File: config.mk
export PLATFORM = sky130hd
export DESIGN_NAME = pin_output_source_mux
export DESIGN_NICKNAME = d
export VERILOG_FILES = /design/src/rtl/pin_mux_unused_guard.sv /design/src/rtl/pin_mux_pkg.sv /design/src/rtl/pin_output_source_mux.sv
export SDC_FILE = /design/constraint.sdc
export NUM_CORES = 1
export LEC_CHECK = 0
export BUFFER_PORTS_ARGS = -buffer_cell sky130_fd_sc_hd__buf_2
export CAP_MARGIN = 20
export CORE_MARGIN = 2
export CORE_UTILIZATION = 30
export CTS_CLUSTER_DIAMETER = 80
export DETAILED_ROUTE_END_ITERATION = 6
export PLACE_DENSITY = 0.56
export SYNTH_ARGS = -nofsm -noshare
export SYNTH_HDL_FRONTEND = slang
export SYNTH_MEMORY_MAX_BITS = 65536
export SYNTH_SLANG_ARGS = --single-unit
File: constraint.sdc
create_clock -name aclk -period 3.9 [get_ports aclk]
set_clock_uncertainty 0.15 [all_clocks]
set_input_delay 0.78 -clock aclk [delete_from_list [all_inputs] [get_ports aclk]]
set_output_delay 0.78 -clock aclk [all_outputs]
set_load 0.02 [all_outputs]
File: src/rtl/pin_mux_unused_guard.sv
// Holds no logic; the selector lives in the main design file and its port table in the package

File: src/rtl/pin_mux_pkg.sv
// Constants, types and port availability table for the pin output source selector
`default_nettype none
package pin_mux_pkg;
  localparam int          PINS_PER_PORT = 8;
  localparam int          NUM_PORTS     = 3;
  localparam int          NUM_PINS      = PINS_PER_PORT * NUM_PORTS;
  localparam int          SEL_W         = 6;
  localparam int          NUM_SRC       = 51;
  localparam int          ADDR_W        = 8;
  localparam int          LOCK_BIT      = 0;
  localparam logic [7:0]  SEL_OFFSET    = 8'h00;
  localparam logic [7:0]  LOCK_OFFSET   = 8'h60;
  localparam logic [5:0]  SEL_RESET     = 6'h00;
  localparam logic        LOCK_RESET    = 1'b0;
  localparam logic [5:0]  CODE_LATCH    = 6'h00;
  localparam logic [5:0]  CODE_CAPTURE_ONE = 6'h09;
  localparam logic [5:0]  CODE_LAST     = 6'h32;
  localparam logic [1:0]  RESP_OKAY     = 2'h0;
  localparam logic [1:0]  RESP_SLVERR   = 2'h2;
  localparam logic [31:0] RDATA_ZERO    = 32'h0000_0000;

  typedef struct packed {
    logic [ADDR_W-1:0] addr;
    logic [31:0]       data;
    logic [3:0]        strb;
  } wr_req_t;

  // Ports that may carry each code, bit 0 = port A, bit 2 = port C; zero for reserved codes
  function automatic logic [2:0] port_avail(input logic [5:0] code);
    logic [2:0] m;
    m = 3'h0;
    case (code)
      6'h00: m = 3'h7;
      6'h01, 6'h02, 6'h0D, 6'h0E, 6'h0F, 6'h10, 6'h1C, 6'h1D, 6'h20,
      6'h26, 6'h28, 6'h2E, 6'h2F, 6'h30, 6'h31, 6'h32: m = 3'h5;
      6'h03, 6'h04, 6'h05, 6'h06, 6'h07, 6'h08, 6'h09, 6'h0A, 6'h0B, 6'h0C,
      6'h13, 6'h14, 6'h15, 6'h16, 6'h17, 6'h18, 6'h1E, 6'h1F, 6'h21, 6'h22,
      6'h23, 6'h24, 6'h25, 6'h27, 6'h29, 6'h2A, 6'h2B, 6'h2C, 6'h2D: m = 3'h6;
      default: m = 3'h0;
    endcase
    return m;
  endfunction
endpackage
`default_nettype wire

File: src/rtl/pin_output_source_mux.sv
// Per-pin output source selector with AXI4-Lite register access
//
// Chosen here: the address map and the AXI4-Lite interface to the registers.
`default_nettype none
module pin_output_source_mux
  import pin_mux_pkg::*;
(
  input  wire logic                 aclk,
  input  wire logic                 aresetn,
  input  wire logic                 warm_reset,
  input  wire logic [ADDR_W-1:0]    awaddr,
  input  wire logic                 awvalid,
  output logic                      awready,
  input  wire logic [31:0]          wdata,
  input  wire logic [3:0]           wstrb,
  input  wire logic                 wvalid,
  output logic                      wready,
  output logic [1:0]                bresp,
  output logic                      bvalid,
  input  wire logic                 bready,
  input  wire logic [ADDR_W-1:0]    araddr,
  input  wire logic                 arvalid,
  output logic                      arready,
  output logic [31:0]               rdata,
  output logic [1:0]                rresp,
  output logic                      rvalid,
  input  wire logic                 rready,
  input  wire logic [NUM_PINS-1:0]  port_output_latch,
  input  wire logic [NUM_SRC-1:1]   source_in,
  output logic [NUM_PINS-1:0]       pin_out
);

  wr_req_t                 wr_reg;
  wr_req_t                 wr_next;
  logic                    aw_held_reg;
  logic                    aw_held_next;
  logic                    w_held_reg;
  logic                    w_held_next;
  logic                    bvalid_reg;
  logic                    bvalid_next;
  logic [1:0]              bresp_reg;
  logic [1:0]              bresp_next;
  logic                    rvalid_reg;
  logic                    rvalid_next;
  logic [31:0]             rdata_reg;
  logic [31:0]             rdata_next;
  logic [1:0]              rresp_reg;
  logic [1:0]              rresp_next;
  logic [SEL_W-1:0]        sel_reg  [NUM_PINS];
  logic [SEL_W-1:0]        sel_next [NUM_PINS];
  logic                    lock_reg;
  logic                    lock_next;
  logic [NUM_PINS-1:0]     pin_reg;
  logic [NUM_PINS-1:0]     pin_next;
  wr_req_t                 cur;
  logic                    aw_have;
  logic                    w_have;
  logic                    do_write;
  logic [5:0]              wr_idx;
  logic [5:0]              rd_idx;
  logic                    sel_wr;

  assign awready = !aw_held_reg && !bvalid_reg;
  assign wready  = !w_held_reg && !bvalid_reg;
  assign arready = !rvalid_reg;
  assign bvalid  = bvalid_reg;
  assign bresp   = bresp_reg;
  assign rvalid  = rvalid_reg;
  assign rdata   = rdata_reg;
  assign rresp   = rresp_reg;
  assign pin_out = pin_reg;

  // Address and data may arrive in either order; a held half waits for the other
  always_comb begin
    cur.addr     = aw_held_reg ? wr_reg.addr : awaddr;
    cur.data     = w_held_reg ? wr_reg.data : wdata;
    cur.strb     = w_held_reg ? wr_reg.strb : wstrb;
    aw_have      = aw_held_reg || awvalid;
    w_have       = w_held_reg || wvalid;
    do_write     = aw_have && w_have && !bvalid_reg;
    wr_idx       = cur.addr[7:2];
    rd_idx       = araddr[7:2];
    sel_wr       = cur.addr < LOCK_OFFSET;
    wr_next      = cur;
    aw_held_next = (aw_held_reg || (awvalid && awready)) && !do_write;
    w_held_next  = (w_held_reg || (wvalid && wready)) && !do_write;
    bvalid_next  = bvalid_reg && !bready;
    bresp_next   = bresp_reg;
    if (do_write) begin
      bvalid_next = 1'b1;
      bresp_next  = (sel_wr || wr_idx == LOCK_OFFSET[7:2]) ? RESP_OKAY : RESP_SLVERR;
    end
  end

  always_comb begin
    rvalid_next = rvalid_reg && !rready;
    rdata_next  = rdata_reg;
    rresp_next  = rresp_reg;
    if (arvalid && arready) begin
      rvalid_next = 1'b1;
      rresp_next  = RESP_OKAY;
      rdata_next  = RDATA_ZERO;
      if (araddr < LOCK_OFFSET) begin
        rdata_next[SEL_W-1:0] = sel_reg[rd_idx[4:0]];
      end else if (rd_idx == LOCK_OFFSET[7:2]) begin
        rdata_next[LOCK_BIT] = lock_reg;
      end else begin
        rresp_next = RESP_SLVERR;
      end
    end
  end

  // Lock clears on every reset; only a warm_reset in the same cycle blocks a write to it, so software can unlock
  always_comb begin
    lock_next = lock_reg;
    if (warm_reset) begin
      lock_next = LOCK_RESET;
    end else if (do_write && wr_idx == LOCK_OFFSET[7:2] && cur.strb[0]) begin
      lock_next = cur.data[LOCK_BIT];
    end
  end

  // Selections ignore the warm reset: only aresetn (power-on or brown-out) clears them
  always_comb begin
    for (int i = 0; i < NUM_PINS; i++) begin
      sel_next[i] = sel_reg[i];
    end
    if (do_write && sel_wr && !lock_reg && cur.strb[0]) begin
      sel_next[wr_idx[4:0]] = cur.data[SEL_W-1:0];
    end
  end

  // Pins sample the next selection so a write shows one cycle later, not two
  for (genvar p = 0; p < NUM_PINS; p++) begin : g_pin
    always_comb begin
      logic [2:0] avail;
      avail = port_avail(sel_next[p]);
      pin_next[p] = 1'b0;
      if (sel_next[p] == CODE_LATCH) begin
        pin_next[p] = port_output_latch[p];
      end else if (sel_next[p] <= CODE_LAST && avail[p / PINS_PER_PORT]) begin
        pin_next[p] = source_in[sel_next[p]];
      end
    end
  end

  always_ff @(posedge aclk) begin
    if (!aresetn) begin
      wr_reg      <= '0;
      aw_held_reg <= 1'b0;
      w_held_reg  <= 1'b0;
      bvalid_reg  <= 1'b0;
      bresp_reg   <= RESP_OKAY;
      rvalid_reg  <= 1'b0;
      rdata_reg   <= RDATA_ZERO;
      rresp_reg   <= RESP_OKAY;
      lock_reg    <= LOCK_RESET;
      pin_reg     <= '0;
      for (int i = 0; i < NUM_PINS; i++) begin
        sel_reg[i] <= SEL_RESET;
      end
    end else begin
      wr_reg      <= wr_next;
      aw_held_reg <= aw_held_next;
      w_held_reg  <= w_held_next;
      bvalid_reg  <= bvalid_next;
      bresp_reg   <= bresp_next;
      rvalid_reg  <= rvalid_next;
      rdata_reg   <= rdata_next;
      rresp_reg   <= rresp_next;
      lock_reg    <= lock_next;
      pin_reg     <= pin_next;
      for (int i = 0; i < NUM_PINS; i++) begin
        sel_reg[i] <= sel_next[i];
      end
    end
  end
endmodule
`default_nettype wire

---- After elaboration in Yosys (flattened, before gate mapping) ----
Memories as Yosys holds them, arrays and structs flattened.
Cells that the tools add are included.
cells by class
  magnitude comparators ................... 52
  eq/ne operators ......................... 2
  muxes and demuxes ....................... 137
  bitwise gates (word level) .............. 26
  reduce and logical (&&, ||, !) cells .... 79
operators by type and width
  cell                number
  $lt 6x7->1 const B  24
  $mux 6              26
  $bmux 1 s6          24
  $bwmux 144          1
  $le 6x6->1 const B  24
  $logic_not 6->1     24
  $mux 144            1
  $mux 1              79
  $logic_and 1x1->1   41
  $demux 6 s5         1
  $or 1x1->1          24
  $lt 8x7->1 const B  2
  $eq 6x5->1 const B  2
  $logic_not 1->1     8
  $mux 8              1
  $ge 6x6->1 const B  1
  $lt 6x1->1 const B  1
  $mux 2              3
  $not 5->6           1
  $logic_or 1x1->1    5
  $mux 5              1
  $reduce_or 2->1     1
  $not 1->1           1
word-level totals
  register bits ........................... 54
  memory bits (writable) .................. 144
  ROM bits ................................ 4608
  bits of input ports ..................... 134
  output and inout port bits .............. 65
  word-level logic and storage cells ...... 333
  memories kept ........................... 25
memories
  memory            words  bits a word  read ports  clocked after memory_dff  write ports  RTL line           source
  (no name shown)   64     3            1           0                         0            pin_mux_pkg.sv:32  case (code)
  (no name shown)   64     3            1           0                         0            pin_mux_pkg.sv:32
  (no name shown)   64     3            1           0                         0            pin_mux_pkg.sv:32
  (no name shown)   64     3            1           0                         0            pin_mux_pkg.sv:32
  (no name shown)   64     3            1           0                         0            pin_mux_pkg.sv:32
  (no name shown)   64     3            1           0                         0            pin_mux_pkg.sv:32
  19 more memories  -      -            -           -                         -            -

---- Logic depth before layout (Yosys ltp) ----
  word-level depth ........................ 12
  gate-level depth with buffers ........... 17
  depth with buffers taken out ............ 12

---- Worst setup path after synthesis ----
Ideal clock, no wire load.
  kind .................................... input to register
  from .................................... input wstrb[0]
  to ...................................... register pin_reg[21] (netlist: pin_out[21])
  library setup time ...................... 74 ps
  data arrival time ....................... 3464 ps
  data required time ...................... 3676 ps
  path slack .............................. 212 ps
  cell stages on the path ................. 12
  path buffers ............................ 1
  path through ............................ mux2_2 > and4_1 > buf_4 > nand3_2 > mux2i_2 > inv_1 > ha_1 > o2111ai_1 > nand3b_1 > a2111oi_0 > o21ai_0 > a31oi_1
RTL lines
  element               RTL line                      source
  from (decl)           pin_output_source_mux.sv:15   input wire logic [3:0] wstrb,
  to (signal assigned)  pin_output_source_mux.sv:172  pin_reg <= pin_next;
  to (decl)             pin_output_source_mux.sv:53   logic [NUM_PINS-1:0] pin_reg;

---- Worst setup path after layout ----
  from .................................... register aw_held_reg
  to ...................................... register pin_reg[21] (netlist: pin_out[21])
on the way
  word-level cells in the longest chain between the ends .. 12
  elaborated cells on any way between the ends .. 24
  those cells by class .................... order compare: 4; mux: 9; bitwise: 1; reduce/logical: 9; memory: 1
RTL lines
  element                                                         RTL line                                                    source
  from (decl)                                                     pin_output_source_mux.sv:35                                 logic aw_held_reg;
  from (signal assigned)                                          pin_output_source_mux.sv:164                                aw_held_reg <= aw_held_next;
  $mux 8                                                          pin_output_source_mux.sv:75                                 cur.addr = aw_held_reg ? wr_reg.addr : awaddr;
  $not 5->6 (implied by the code)                                 pin_output_source_mux.sv:129                                sel_next[wr_idx[4:0]] = cur.data[SEL_W-1:0];
  $ge 6x6->1 (implied by the code) or $lt 6x1->1 (tied branches)  pin_output_source_mux.sv:129
  $logic_and 1x1->1 (implied by the code)                         pin_output_source_mux.sv:129
  $mux 6 (implied by the code)                                    pin_output_source_mux.sv:129
  $demux 6 s5                                                     pin_output_source_mux.sv:129
  $bwmux 144                                                      pin_output_source_mux.sv:129
  $mux 144 *                                                      pin_output_source_mux.sv:128                                if (do_write && sel_wr && !lock_reg && cur.strb[0]) begin
  $mem_v2 64x3 (tied with other cells)                            -
  $logic_and 1x1->1 or $mux 1 (tied branches)                     pin_output_source_mux.sv:141, pin_output_source_mux.sv:142
  $mux 1                                                          pin_output_source_mux.sv:141                                end else if (sel_next[p] <= CODE_LAST && avail[p / PINS_PER_PORT]) begin
  $mux 1 *                                                        pin_output_source_mux.sv:139                                if (sel_next[p] == CODE_LATCH) begin
Mark *: on every way between the ends. The rest lies on a longest branch, timed or not. The select of a mux whose other input is x is not followed.
A chain may end at the register's enable or synchronous reset.

==> out/metrics.yaml <==
pwr:
  total_leakage_power_uw: 0.0103
  p_int_uw: 3400
  vdd_ir_drop_max_mv: 0.303
  p_clk_frac: 0.349
  comb_power_share: 0.283
  switching_share: 0.387
  seqPwrFrac: 0.369
  switching_power_uw: 2140
  powerDensity_nw_per_um2: 222
yosys:
  synth_edf_count: 0
  synth_adder_area_share: 0.0109
  syn_avg_cell_area_sq_um: 7.53
  synth_top_cell_area_share: 0.187
  yosys.area_share.simple: 0.250
  yosys-top-cells-count: "nand2_1, nor2_1, mux2i_1"
  synth-seq-cells: 194
  netlist_area_sq_um: 20700
  synth_ff_type: "dfxtp_1"
  synthMuxAreaShare: 0.252
  yosysSeqAreaShare: 0.187
  ys_async_sr_fraction: 0
  yosysTopAreaCell: "dfxtp_1"
  yosysUniqueCellTypes: 95
  synth_compound_gate_area_share: 0.229
  synth_area_leaders: "dfxtp_1, mux2i_1, mux4_2"
  synthCells: 2753
  synth_xor_area_frac: 0.000423
  yosysWarningCount: 0
  synth_top_family_by_area: "multiplexers"
  synth.most_common_cell: "nand2_1"
sta:
  finalHoldViolCount: 0
  setup_tns_ps: 0
  rsz0062_at_grt: "true"
  slew_headroom: 0.284
  setup_ws_ps: 126
  timing.final.crit_share: 0.968
  final-setup-viol-count: 0
  fin_crit_ps: 3770
  worst_pin_slew_ps: 1070
  slew_viol_final: 0
  fmax_mhz: 265
floorplan:
  core_sq_um: 68500
  die_w_microns: 267
  start_util: 0.303
  fp.dieArea_sq_um: 71200
  die_h_microns: 267
  rows: 96
  ioPinCount: 199
place:
  place_hpwl_microns: 74400
  place_ws_ps: -35.2
  finalWeightedCongestion: 1.01
  dpl_cell_area_sq_um: 24400
  io_buffers: 137
worst_setup_path:
  crit_buf_inv: 3
  startpoint: "aw_held_reg"
  critical_path_arrival_ps: 4060
  path_class: "flip-flop to flip-flop"
  cp_top_family: "compound AO/OA/AOI/OAI gates"
  crit_required_ps: 4190
  worstSetupEndpointType: "flip-flop"
  cp_max_fo: 28
  critPathMaxStageDelay_ps: 440
  path_cells: "buf_12, or3b_4, a21oi_2, nand3_2, buf_4, mux2i_2, buf_12, mux2i_1, nand2_1, a21oi_1, a2111oi_0, o21ai_0, a31oi_1"
  r2r_start: "aw_held_reg"
  cp-start-kind: "flip-flop"
  crit_path_frequent_cell: "buf_12"
  cpMaxStageDelayCell: "mux2i_2"
routing:
  route.detailed.drc: 0
  drtIter0Drc: 3671
  wirelength_microns: 108000
  dr.pass1.iters: 6
  wl_per_cell_microns: 27.7
  dr_total_vias: 24400
  viasPerCell: 6.24
  detail-route-antenna-nets: 0
clock_tree:
  cts_root_buf: "clkbuf_16"
  clk_pin_slew_ps: 90
  cts_buffers: 17
  clk_latency_ps: 530
  cts_tree: "done"
  clock_path_buffers: 2
  cts_resized: 0
  cts_htree_levels: 4
  hold_buffers: 0
  cts_setup_buffers: 0
  clock_sinks: 194
global_route:
  gr-total-overflow: 0
  grt_max_degree: 72
  antenna_found_initial: 5
  grt_first_pass_wirelength_microns: 154000
  grt_pass1_vias: 22000
  grt_usage: 0.298
final_layout:
  areaGrowthSynthToFinish_pct: 20.6
  drive_above_1_share: 0.247
  largest_reg_flops: 144
  fin_util: 0.365
  nets: 3167
  final_cell_area_sq_um: 25000
job:
  cap_viol_max_count: 0
outcome:
  outcome: "finished, final reports clean"
worst_hold_path:
  hold_path_class: "input port to flip-flop"
  hp-start: "rready"
metal layers:
layer	vias to the layer above	global-route usage	routed length, microns
met3	323	0.0777	13200
met4	4	0.162	6150
met5	-	0	26
li1	10700	-	-
met1	11600	0.396	43600
met2	1728	0.437	45500
path summary, 6_finish.rpt:
kind / to / slack [ps] / cells after the start
setup / recovery: pin_out[21] / 130 / 13
hold / removal: rvalid / 290 / 2
setup reg to reg: pin_out[21] / 130 / 13
hold reg to reg: rdata[2] / 340 / 2
area by class of cell:
class | instances | area, sq um
multi-input combinational | 2259 | 15600
clock inverter | 15 | 149
clock buffer | 17 | 425
tap | 882 | 1100
timing repair buffer | 496 | 3670
sequential | 194 | 3890
antenna | 2 | 5.00
fill | 7260 | 43500
inverter | 47 | 179
kinds of logic (layout without fill, tap and decap cells):
| group | count (synthesis) | after routing |
|---|---|---|
| and+or+nand+nor | 1088 | 1088 |
| muxes | 396 | 396 |
| AOI/OAI and AO/OA | 728 | 728 |
| other | 1 | 30 |
| xor gates and xnor gates | 1 | 1 |
| adders and majority gates | 18 | 18 |
| buffers and inverters | 327 | 575 |
| DFF | 194 | 194 |
stage by stage:
stage	std cells	hold WS, ps	total power [uW]
after floorplan	2780	331	2840
after global placement	3878	313	3580
after detailed placement	3878	327	3590
after CTS	3910	261	5510
after global routing	3910	288	5660
final	3912	286	5540
power by group through the flow:
stage / sequential (uW) / combinational [uW] / clock [uW]
floorplan: 2100 / 742 / 0
global placement: 2090 / 1500 / 0
detailed placement: 2090 / 1500 / 0
CTS: 2040 / 1500 / 1960
global route: 2050 / 1600 / 2010
finish: 2040 / 1570 / 1930
placed cells by master, fill, tap and decap left out, types with 28 or more instances in the layout:
cell type / n
a211oi_1: 54
a21oi_1: 182
a31oi_1: 43
and2_1: 32
and3_1: 31
buf_2: 137
buf_4: 336
conb_1: 28
dfxtp_1: 192
inv_1: 29
mux2_2: 52
mux2i_1: 232
mux4_2: 89
nand2_1: 387
nand3_1: 118
nor2_1: 277
nor3_1: 68
o211ai_1: 35
o21ai_0: 151
(Power assumes the default switching activity.)
